$ cat config.mk
export PLATFORM = sky130hd
export DESIGN_NAME = bgs_board_glue
export DESIGN_NICKNAME = d
export VERILOG_FILES = /design/src/logic/bgs_pkg.sv /design/src/logic/bgs_sel_if.sv /design/src/logic/bgs_board_glue.sv /design/src/logic/bgs_select_rom.sv
export SDC_FILE = /design/constraint.sdc
export NUM_CORES = 1
export LEC_CHECK = 0
export BUFFER_PORTS_ARGS = -buffer_cell sky130_fd_sc_hd__buf_2
export CAP_MARGIN = 10
export CORE_UTILIZATION = 32
export CTS_CLUSTER_DIAMETER = 60
export DETAILED_ROUTE_END_ITERATION = 7
export PLACE_DENSITY_LB_ADDON = 0.12
export SKIP_CTS_REPAIR_TIMING = 1
export SYNTH_ARGS = -nofsm -noshare
export SYNTH_HDL_FRONTEND = slang
export SYNTH_HIERARCHICAL = 1
export SYNTH_SLANG_ARGS = --single-unit
$ cat constraint.sdc
create_clock -name clock_in -period 1.1 [get_ports clock_in]
set_clock_uncertainty 0.2 [all_clocks]
set_input_delay 0.055 -clock clock_in [delete_from_list [all_inputs] [get_ports clock_in]]
set_output_delay 0.055 -clock clock_in [all_outputs]
set_load 0.01 [all_outputs]
$ cat src/logic/bgs_pkg.sv
// constants and types shared by the board glue design files
package bgs_pkg;

  // host address lines 3 to 10 feed the select lookup
  localparam int          ADDR_W          = 8;
  localparam int          ROM_DEPTH       = 256;
  // default select pattern: all zero except address line 5 (bit 2 of lines 3..10)
  localparam logic [7:0]  SEL_PATTERN_DEF = 8'h04;
  // serial bit-io window occupied by the card
  localparam logic [11:0] WINDOW_BASE     = 12'h100;
  localparam logic [11:0] WINDOW_END      = 12'h120;
  localparam int          WINDOW_BITS     = 32;

  // drive select
  localparam int          DRIVES          = 4;
  localparam int          CMD_W           = 16;
  localparam int          DRV_ID_LSB      = 0;
  localparam int          DRV_ID_W        = 2;
  localparam logic [3:0]  DRV_SEL_RESET   = 4'h0;

  // status indicator patterns {third, second, first}
  localparam logic [2:0]  LED_TEST        = 3'h6;
  localparam logic [2:0]  LED_OK          = 3'h1;
  localparam logic [2:0]  LED_SELF_FAIL   = 3'h2;
  localparam logic [2:0]  LED_DRIVE_ERR   = 3'h4;
  localparam logic [2:0]  LED_CTRL_ERR    = 3'h6;

  typedef enum logic [2:0] {
    BGS_ST_TEST,
    BGS_ST_OK,
    BGS_ST_SELF_FAIL,
    BGS_ST_DRIVE_ERR,
    BGS_ST_CTRL_ERR
  } bgs_status_e;

endpackage

$ cat src/logic/bgs_sel_if.sv
// carrier between the top module and the select lookup memory
`timescale 1ns/100ps
interface bgs_sel_if;
  logic [bgs_pkg::ADDR_W-1:0] addr;
  logic                       select_n;
  modport top (output addr, input select_n);
  modport rom (input addr, output select_n);
endinterface

$ cat src/logic/bgs_board_glue.sv
// board glue: status indicators, grant chain, board select, drive select
// Function
// RULE_01 - at power-up run self-test: second and third indicators lit, first dark
// RULE_02 - self-test passed, no error: only first indicator lit
// RULE_03 - self-test clock or memory fault: only second indicator lit
// RULE_04 - drive error such as write protect or not ready: only third lit
// RULE_05 - controller error such as crc, overrun, io: second and third lit
// RULE_06 - bus mastership arbitrated by grant daisy chain, upper card wins
// RULE_07 - grant passes down the chain; upper card can suspend a lower one
// RULE_08 - card decodes a 32-bit window, default base 100 hex to 120 hex
// RULE_09 - board select goes low only on the programmed address pattern
// RULE_10 - integrator gives each card a distinct select pattern
// RULE_11 - drive select line chosen from drive number in command word two
// RULE_12 - two-bit drive id maps directly: 00 first drive, 01 second, etc
// RULE_13 - drive bus only while granted; hold grant out off while requesting
`timescale 1ns/100ps
module bgs_board_glue
  import bgs_pkg::*;
#(
  parameter logic [bgs_pkg::ADDR_W-1:0] SEL_PATTERN = bgs_pkg::SEL_PATTERN_DEF
)
(
  // clock and reset
  input  wire logic                        clock_in,
  input  wire logic                        rst_in,
  // self-test and error events from the controller core
  input  wire logic                        selftest_done_in,
  input  wire logic                        selftest_fault_in,
  input  wire logic                        drive_error_in,
  input  wire logic                        ctrl_error_in,
  input  wire logic                        error_clear_in,
  // status indicators, high means lit
  output logic                             status_led_first_out,
  output logic                             status_led_second_out,
  output logic                             status_led_third_out,
  // grant daisy chain
  input  wire logic                        bus_request_in,
  input  wire logic                        bus_grant_in_n_in,
  output logic                             bus_grant_out_n_out,
  output logic                             bus_owned_out,
  output logic                             bus_drive_en_out,
  // host address decode
  input  wire logic [bgs_pkg::ADDR_W-1:0]  host_addr_in,
  output logic                             board_select_n_out,
  // drive select
  input  wire logic [bgs_pkg::CMD_W-1:0]   cmd_word2_in,
  input  wire logic                        cmd_load_in,
  output logic [bgs_pkg::DRIVES-1:0]       drive_select_out
);

  import bgs_pkg::*;

  // status state machine
  bgs_status_e state_reg;
  bgs_status_e state_next;
  logic [2:0]  led_reg;
  logic [2:0]  led_next;

  always_comb
  begin
    state_next = state_reg;
    case (state_reg)
      BGS_ST_TEST:
      begin
        if (selftest_fault_in)
          state_next = BGS_ST_SELF_FAIL; // RULE_03
        else if (selftest_done_in)
          state_next = BGS_ST_OK; // RULE_02
      end
      BGS_ST_OK, BGS_ST_DRIVE_ERR, BGS_ST_CTRL_ERR:
      begin
        // a new error in the clear cycle wins over the clear, except a drive error while in the controller-error state
        if (ctrl_error_in)
          state_next = BGS_ST_CTRL_ERR; // RULE_05
        else if (drive_error_in && state_reg != BGS_ST_CTRL_ERR)
          state_next = BGS_ST_DRIVE_ERR; // RULE_04
        else if (error_clear_in)
          state_next = BGS_ST_OK;
      end
      // a failed self-test is only left by reset
      BGS_ST_SELF_FAIL: state_next = BGS_ST_SELF_FAIL;
      default:          state_next = BGS_ST_TEST;
    endcase
    case (state_next)
      BGS_ST_TEST:      led_next = LED_TEST; // RULE_01
      BGS_ST_OK:        led_next = LED_OK; // RULE_02
      BGS_ST_SELF_FAIL: led_next = LED_SELF_FAIL; // RULE_03
      BGS_ST_DRIVE_ERR: led_next = LED_DRIVE_ERR; // RULE_04
      BGS_ST_CTRL_ERR:  led_next = LED_CTRL_ERR; // RULE_05
      default:          led_next = LED_TEST;
    endcase
  end

  always_ff @(posedge clock_in)
  begin
    if (rst_in)
    begin
      state_reg <= BGS_ST_TEST;
      led_reg   <= LED_TEST; // RULE_01
    end
    else
    begin
      state_reg <= state_next;
      led_reg   <= led_next;
    end
  end

  assign status_led_first_out  = led_reg[0];
  assign status_led_second_out = led_reg[1];
  assign status_led_third_out  = led_reg[2];

  // grant chain
  logic grant_in;
  logic owned_reg;
  logic owned_next;
  logic grant_out_n_reg;
  logic grant_out_n_next;

  assign grant_in = !bus_grant_in_n_in;

  always_comb
  begin
    // ownership ends on the clock edge after the upper card pulls grant away
    owned_next       = bus_request_in && grant_in; // RULE_06
    // pass grant down only when idle; a requesting card blocks lower ones
    grant_out_n_next = !(grant_in && !bus_request_in && !owned_reg); // RULE_07
  end

  always_ff @(posedge clock_in)
  begin
    if (rst_in)
    begin
      owned_reg       <= 1'b0;
      grant_out_n_reg <= 1'b1;
    end
    else
    begin
      owned_reg       <= owned_next; // RULE_13
      grant_out_n_reg <= grant_out_n_next; // RULE_13
    end
  end

  assign bus_owned_out       = owned_reg;
  assign bus_drive_en_out    = owned_reg;
  assign bus_grant_out_n_out = grant_out_n_reg;

  // board select through the lookup memory
  bgs_sel_if sel_bus ();

  assign sel_bus.addr = host_addr_in;

  bgs_select_rom #(
    .PATTERN (SEL_PATTERN)
  ) u_select_rom (
    .clock_in (clock_in),
    .rst_in   (rst_in),
    .sel      (sel_bus.rom)
  );

  assign board_select_n_out = sel_bus.select_n; // RULE_08

  // drive select, one-hot from the low bits of command word two
  logic [DRIVES-1:0]   drv_sel_reg;
  logic [DRIVES-1:0]   drv_sel_next;
  logic [DRV_ID_W-1:0] drv_id;

  assign drv_id = cmd_word2_in[DRV_ID_LSB +: DRV_ID_W];

  always_comb
  begin
    drv_sel_next = drv_sel_reg;
    if (cmd_load_in)
      drv_sel_next = DRIVES'(1) << drv_id; // RULE_11 RULE_12
  end

  always_ff @(posedge clock_in)
  begin
    if (rst_in)
      drv_sel_reg <= DRV_SEL_RESET;
    else
      drv_sel_reg <= drv_sel_next;
  end

  assign drive_select_out = drv_sel_reg;

  // checks
  a_test_leds : assert property (@(posedge clock_in)
    $fell(rst_in) |-> {status_led_third_out, status_led_second_out,
    status_led_first_out} == 3'h6) // RULE_01
    else $error("self-test indicators wrong after reset");
  a_pass_leds : assert property (@(posedge clock_in) disable iff (rst_in)
    (state_reg == BGS_ST_TEST && selftest_done_in && !selftest_fault_in) |=>
    {status_led_third_out, status_led_second_out, status_led_first_out} == 3'h1) // RULE_02
    else $error("pass indicators wrong");
  a_fail_leds : assert property (@(posedge clock_in) disable iff (rst_in)
    (state_reg == BGS_ST_TEST && selftest_fault_in) |=>
    {status_led_third_out, status_led_second_out, status_led_first_out} == 3'h2
    ##1 status_led_second_out && !status_led_first_out) // RULE_03
    else $error("self-test fault indicators wrong");
  a_drive_leds : assert property (@(posedge clock_in) disable iff (rst_in)
    (state_reg == BGS_ST_OK && drive_error_in && !ctrl_error_in) |=>
    {status_led_third_out, status_led_second_out, status_led_first_out} == 3'h4) // RULE_04
    else $error("drive error indicators wrong");
  a_ctrl_leds : assert property (@(posedge clock_in) disable iff (rst_in)
    (state_reg != BGS_ST_TEST && state_reg != BGS_ST_SELF_FAIL && ctrl_error_in) |=>
    {status_led_third_out, status_led_second_out, status_led_first_out} == 3'h6) // RULE_05
    else $error("controller error indicators wrong");
  a_grant_block : assert property (@(posedge clock_in) disable iff (rst_in)
    (bus_request_in || owned_reg) |=> bus_grant_out_n_out) // RULE_13
    else $error("grant passed down while requesting");
  a_grant_pass : assert property (@(posedge clock_in) disable iff (rst_in)
    (grant_in && !bus_request_in && !owned_reg) |=> !bus_grant_out_n_out) // RULE_07
    else $error("idle card withheld grant");
  a_own_needs_grant : assert property (@(posedge clock_in) disable iff (rst_in)
    bus_drive_en_out |-> $past(grant_in)) // RULE_06
    else $error("bus driven without grant");
  a_drive_onehot : assert property (@(posedge clock_in) disable iff (rst_in)
    cmd_load_in |=> drive_select_out == (4'h1 << $past(drv_id))) // RULE_12
    else $error("drive select does not match drive id");

  c_pass : cover property (@(posedge clock_in) disable iff (rst_in)
    state_reg == BGS_ST_TEST ##1 state_reg == BGS_ST_OK);
  c_ctrl_err : cover property (@(posedge clock_in) disable iff (rst_in)
    state_reg == BGS_ST_CTRL_ERR);
  c_suspend : cover property (@(posedge clock_in) disable iff (rst_in)
    owned_reg ##1 !owned_reg && bus_request_in);
  c_select : cover property (@(posedge clock_in) disable iff (rst_in)
    !board_select_n_out);

endmodule

$ cat src/logic/bgs_select_rom.sv
// board select lookup memory, one bit per host address pattern
`timescale 1ns/100ps
module bgs_select_rom
  import bgs_pkg::*;
#(
  parameter logic [ADDR_W-1:0] PATTERN = SEL_PATTERN_DEF
)
(
  // clock and reset
  input  wire logic clock_in,
  input  wire logic rst_in,
  // lookup port
  bgs_sel_if.rom    sel
);

  logic [ROM_DEPTH-1:0] table_bits;
  logic                 select_n_reg;
  logic                 select_n_next;

  // contents built as a constant table so a new pattern needs no reprogramming step
  genvar i;
  generate
    for (i = 0; i < ROM_DEPTH; i++)
    begin : g_entry
      // genvars take no part-select, so the entry index gets its own sized constant
      localparam logic [ADDR_W-1:0] ENTRY = ADDR_W'(i);
      assign table_bits[i] = (ENTRY == PATTERN) ? 1'b0 : 1'b1; // RULE_09
    end
  endgenerate

  always_comb
  begin
    select_n_next = table_bits[sel.addr]; // RULE_08
  end

  always_ff @(posedge clock_in)
  begin
    if (rst_in)
      select_n_reg <= 1'b1;
    else
      select_n_reg <= select_n_next;
  end

  assign sel.select_n = select_n_reg;

  a_select_low_match : assert property (@(posedge clock_in) disable iff (rst_in)
    ##1 !rst_in ##0 ($past(sel.addr) == PATTERN) |-> !sel.select_n) // RULE_09
    else $error("board select not low on programmed pattern");
  a_select_high_else : assert property (@(posedge clock_in) disable iff (rst_in)
    ##1 ($past(sel.addr) != PATTERN && !$past(rst_in)) |-> sel.select_n) // RULE_09
    else $error("board select low on foreign pattern");

endmodule

Word level (Yosys, flattened, before mapping)
Memory sizes are Yosys's and may differ from the RTL's. A register that Yosys moved wholly into a read port is not among the register bits. Index checks and enable logic that the tools add are counted.

Input bits: 34. Memories: 1. Register bits after elaboration: 12. Logic and storage cells: 32. Memory bits (read-only): 256. Output and inout port bits: 11.

Shift operators: 1. Muxes and demuxes: 7. Equal/unequal tests: 8. Reductions and logical operators: 10.

Memories: (name not given) (depth 256, bits a word 1, rd ports 1, clocked after Yosys merged registers in 1, wr ports 0, line bgs_select_rom.sv:33) `select_n_next = table_bits[sel.addr];`.

Operator list (number): $pmux W3 S3 (2); $mux W3 (5); $eq A3 B2 Y1 const B (4); $eq A3 B1 Y1 const B (2); $logic_and A1 B1 Y1 (4); $logic_not A1 Y1 (4); $shl A1 B2 Y4 const A (1); $eq A3 B3 Y1 const B (1); $logic_not A3 Y1 (1); $ne A3 B3 Y1 const B (1); $reduce_or A3 Y1 (1).

Logic depth before layout (Yosys ltp)
Depth in word-level cells: 7. Depth in mapped cells: 3.

By module
Netlist, hierarchy kept.

Modules (own cells, without submodules): bgs_board_glue (area each 489.2 µm², sequential area each 240.2 µm², cells each 51, times used 1); bgs_select_rom (area each 48.8 µm², sequential area each 20.0 µm², cells each 5, times used 1).

Worst setup path after synthesis
OpenSTA, ideal clock, no wires.

Path kind: register -> register. From: reg state_reg[2]. To: reg led_reg[0]. Slack: -0.087 ns. Setup time: 0.118 ns. Stages on the path, launching flop included: 4. Arrival: 0.869 ns. Cells stage by stage: dfxtp_1 -> nor3b_2 -> a21o_1 -> o2111a_1.

Cells in the longest elaborated chain, start to end: 7. Elaborated cells on any way between the ends: 18.

Ends and longest elaborated chain: start: declaration (line bgs_board_glue.sv:54) `bgs_status_e state_reg;`; start signal: assignment (line bgs_board_glue.sv:103) `state_reg <= state_next;`; $ne A3 B3 Y1 (line bgs_board_glue.sv:75) `else if (drive_error_in && state_reg != BGS_ST_CTRL_ERR)`; $logic_and A1 B1 Y1 (line bgs_board_glue.sv:75); $mux W3 (line bgs_board_glue.sv:75); $mux W3 (line bgs_board_glue.sv:73) `if (ctrl_error_in)`; $pmux W3 S3 * (line bgs_board_glue.sv:62) `case (state_reg)`; $eq A3 B2 Y1 or $eq A3 B1 Y1 (tied branches) (line bgs_board_glue.sv:84) `case (state_next)`; $pmux W3 S3 * (line bgs_board_glue.sv:84); end signal: assignment (line bgs_board_glue.sv:104) `led_reg <= led_next;`; end: declaration (line bgs_board_glue.sv:56) `logic [2:0] led_reg;`.

Mark *: on every way between the ends. The rest lies on a longest branch, timed or not. A chain may end at the register's enable or synchronous reset.

Worst setup path after layout
From: reg state_reg[1]. To: reg led_reg[0].

Same word-level chain as after synthesis.

==> run summary <==
Entering global routing, the biggest net connects 9 pins. Counting along the longest clock path gives a buffer depth of 2. The post-route netlist has 46.94% of its cells at a drive strength greater than 1. In this run the standard cell core region covers 1541 µm².

The tightest min-delay check is of the in2reg type. The floorplan step set the die width to 43.01 µm. The worst path needs 1.215 ns of the cycle, external delays included. From synthesis to final layout, the design area changed by 60.47%. The number of DRC violations after detailed routing was 0; the average via count per standard cell was 4.754. The first global-routing pass estimated 1.807 mm of wire. The synthesized design contains 13 register bits. The number of flip-flops in the largest register was 4.

The tools report the total power as 0.9772 mW. The final standard cell area without fillers was 863.3 µm². Setup slack on the worst reg-to-reg path comes out at -0.11 ns. The initial utilization of the core area, before any placement, comes to 34.90%. The run gives 6 as the total setup violations reported at the end of the flow.

The root buffer cell is sky130_fd_sc_hd__clkbuf_4. Data on the critical path is required at its endpoint by 1.11 ns. The share of the yosys chip area belonging to registers came out at 48.37%. For this run, the number of Yosys warnings is 6. After synthesis, the share of cell area in mux cells is 1.860%. The post-synthesis compound-gate area fraction is 17.21%, and the slew at the pin with the worst max-slew slack is 0.3775 ns. For the die footprint, the log shows 1849 µm². The flow ran to the end, but the final reports show violations. The pre-antenna-repair detailed-routing pass consisted of 3 iterations. The finished layout holds 114 standard cells, fillers aside.

After clock tree synthesis, the clock-pin slew on the worst setup and hold paths is 0.08 ns. The number of port buffers works out to 30. For the via count of the first global-routing pass, the log shows 426. Setup repair after global routing could not meet its margin everywhere. The initial antenna violation count is 0, and the residual antenna-violating net count after detailed routing is 0. The logs give 0 for the max-slew violation count and 0 for the antenna diode instance count. The final critical path takes up 110.4% of the cycle.

The tools report the total vias in the final route as 542. After legalization and detailed placement, the total HPWL measured 923.1 µm. The post-synthesis share of cell area spent on full adders, half adders and majority gates was 0%. By area, the combinational part of the netlist is dominated by simple AND/OR/NAND/NOR gates. The post-layout worst setup margin was -0.1147 ns.

STA classifies the critical path startpoint as a flip-flop. Pin placement for this block handled 45 I/O pins. Summing every instance area after synthesis gives 538.0 µm². Fill cells in the final layout number 154. The wire length per cell was 10.97 µm. In the global route stage, overall resource usage came out at 13.42%. Data arrives at the worst endpoint at 1.22 ns.

Of all nets on the critical path, the largest fanout is 5. The logs give 0 for the global route total overflow and 56 for the number of standard cells after synthesis. The average cell area after synthesis was 9.607 µm². The sum of negative setup slack was -0.5098 ns. Clock latency on the worst-skew pair, taken at its later pin, is 0.26 ns. The tools report the final weighted congestion in routability-driven placement as 0.8758. Walking the worst path, the cells encountered are o21ai_0 -> o2111a_1. The start point of the critical path is state_reg[1].

The simple-gate portion of the synthesized area came out at 29.07%. Path type of the worst setup path: reg2reg. The upper clock frequency limit is 0.8232 GHz, and the placement row count is 14. The H-tree level count was 1. Endpoint class of the critical path: a flip-flop. TritonCTS built the clock tree.

The overall die height works out to 43.01 µm. The XOR/XNOR share of the synthesized area is 0%. Across the whole layout, storage elements account for 269.0 µm². The buffering stage count on the worst path with inverters included works out to 0. In the final design database the tool counted 133 nets.

After detailed placement, the total cell area comes to 729.5 µm². For the number of nets in the synthesized netlist, the log shows 90. The max-cap check violation count is 0, and the standby leakage power is 0.3832 nW. For this block, the initial DRC count from the detailed router was 6. For this run, the slowest stage of the critical path takes 0.37 ns. In the global route stage, met3 resource usage came out at 3.830%. The tree built by TritonCTS fans out to 13 sinks. The worst hold path begins at bus_request_in.

For this block, the routed nets add up to 1.251 mm of wire. The busiest metal layer after global routing is met2. The final reports fail on hold timing, setup timing. Summing all multi-input logic gate instances after layout gives 284.0 µm². The remaining max-slew budget at the tightest pin is 74.57%. Slowest cell on the critical path: sky130_fd_sc_hd__dfxtp_1.

Clock tree synthesis inserted a total of 3 buffers. Fraction of met2 tracks used by global routing: 18.18%. Total power per unit cell area: 1132 nW/µm². After synthesis, the netlist uses 23 different library cells. The cell family with the largest share of critical-path delay is compound AO/OA/AOI/OAI gates. After detailed placement, the design holds a cell count of 103.

For met1 alone, demand over resource in global routing was 16.84%. The worst hold slack across all endpoints is -0.2132 ns. The maximum VDD drop is 0.4992 mV, and the number of hold violations in the final report is 11. The startpoint identified for the worst register-to-register timing path is state_reg[1].
-- metrics by stage --
stage          worst slack, ns  utilization [%]
2_1_floorplan         -0.07344                -
3_3_place_gp          -0.09668            47.32
3_5_place_dp           -0.1098            47.32
4_1_cts                -0.1293            49.03
5_1_grt                -0.1636            56.01
6_report               -0.1147            56.01
-- cell type report --
| class | instances | area share, % |
|---|---|---|
| Multi-Input combinational cell | 39 | 32.90 |
| Sequential cell | 13 | 31.16 |
| Timing Repair Buffer | 40 | 29.71 |
| Clock buffer | 4 | 3.043 |
| Tap cell | 16 | 2.319 |
| Inverter | 2 | 0.8696 |
-- path summary, 6_finish.rpt --
| path | to | cells after the start |
|---|---|---|
| hold reg to reg | bus_grant_out_n_out | 1 |
| setup reg to reg | led_reg[0] | 2 |
| setup / recovery | led_reg[0] | 2 |
| hold / removal | bus_grant_out_n_out | 2 |
-- cells in the mapped netlist --
cell type | instances | area, µm²
sky130_fd_sc_hd__o31a_1 | 1 | 8.760
sky130_fd_sc_hd__inv_1 | 2 | 7.510
sky130_fd_sc_hd__clkbuf_1 | 1 | 3.750
sky130_fd_sc_hd__dfxtp_1 | 13 | 260.3
sky130_fd_sc_hd__nor2b_1 | 2 | 12.51
sky130_fd_sc_hd__o2111a_1 | 1 | 11.26
sky130_fd_sc_hd__nor3b_2 | 2 | 25.02
sky130_fd_sc_hd__nand2_1 | 1 | 3.750
sky130_fd_sc_hd__mux2i_1 | 1 | 10.01
sky130_fd_sc_hd__o21ai_0 | 1 | 5.000
sky130_fd_sc_hd__nand2b_1 | 4 | 25.02
sky130_fd_sc_hd__nand3_1 | 2 | 10.01
sky130_fd_sc_hd__o2111ai_1 | 1 | 8.760
sky130_fd_sc_hd__nand3b_1 | 2 | 15.01
sky130_fd_sc_hd__a21o_1 | 2 | 15.01
sky130_fd_sc_hd__nor4_2 | 1 | 12.51
sky130_fd_sc_hd__a32oi_1 | 1 | 8.760
sky130_fd_sc_hd__nor3b_1 | 3 | 22.52
sky130_fd_sc_hd__a21oi_1 | 6 | 30.03
sky130_fd_sc_hd__buf_4 | 1 | 7.510
sky130_fd_sc_hd__o21ai_1 | 1 | 5.000
sky130_fd_sc_hd__or4_1 | 1 | 7.510
sky130_fd_sc_hd__nor2_1 | 6 | 22.52
-- power by group --
part	switching [mW]	internal, mW
Clock	0.145	0.140
Sequential	0.0179	0.493
Combinational	0.0792	0.103
Total	0.242	0.736
-- per-layer routing --
layer | up-vias | share of wire, %
li1 | 285 | -
met1 | 233 | 45
met2 | 20 | 47
met3 | 4 | 5.2
met4 | 0 | 2.5
met5 | - | 0
-- logic make-up (layout without fill, tap and decap cells) --
group | Yosys count | count (layout)
and+or+nand+nor | 24 | 24
DFF | 13 | 13
buffers and inverters | 4 | 46
muxes | 1 | 1
AOI/OAI and AO/OA | 14 | 14
-- cells in the final DEF (no fill, tap or decap), drive strengths merged --
master and n:
nor2b 2, dlygate4sd3 6, nand2 1, a21o 2
mux2i 1, buf 34, nor4 1, inv 2
nor3b 5, nand3b 2, o31a 1, dfxtp 13
nor2 6, a32oi 1, o21ai 2, o2111a 1
or4 1, clkbuf 4, nand3 2, nand2b 4
a21oi 6, o2111ai 1
(Power assumes the default switching activity.)
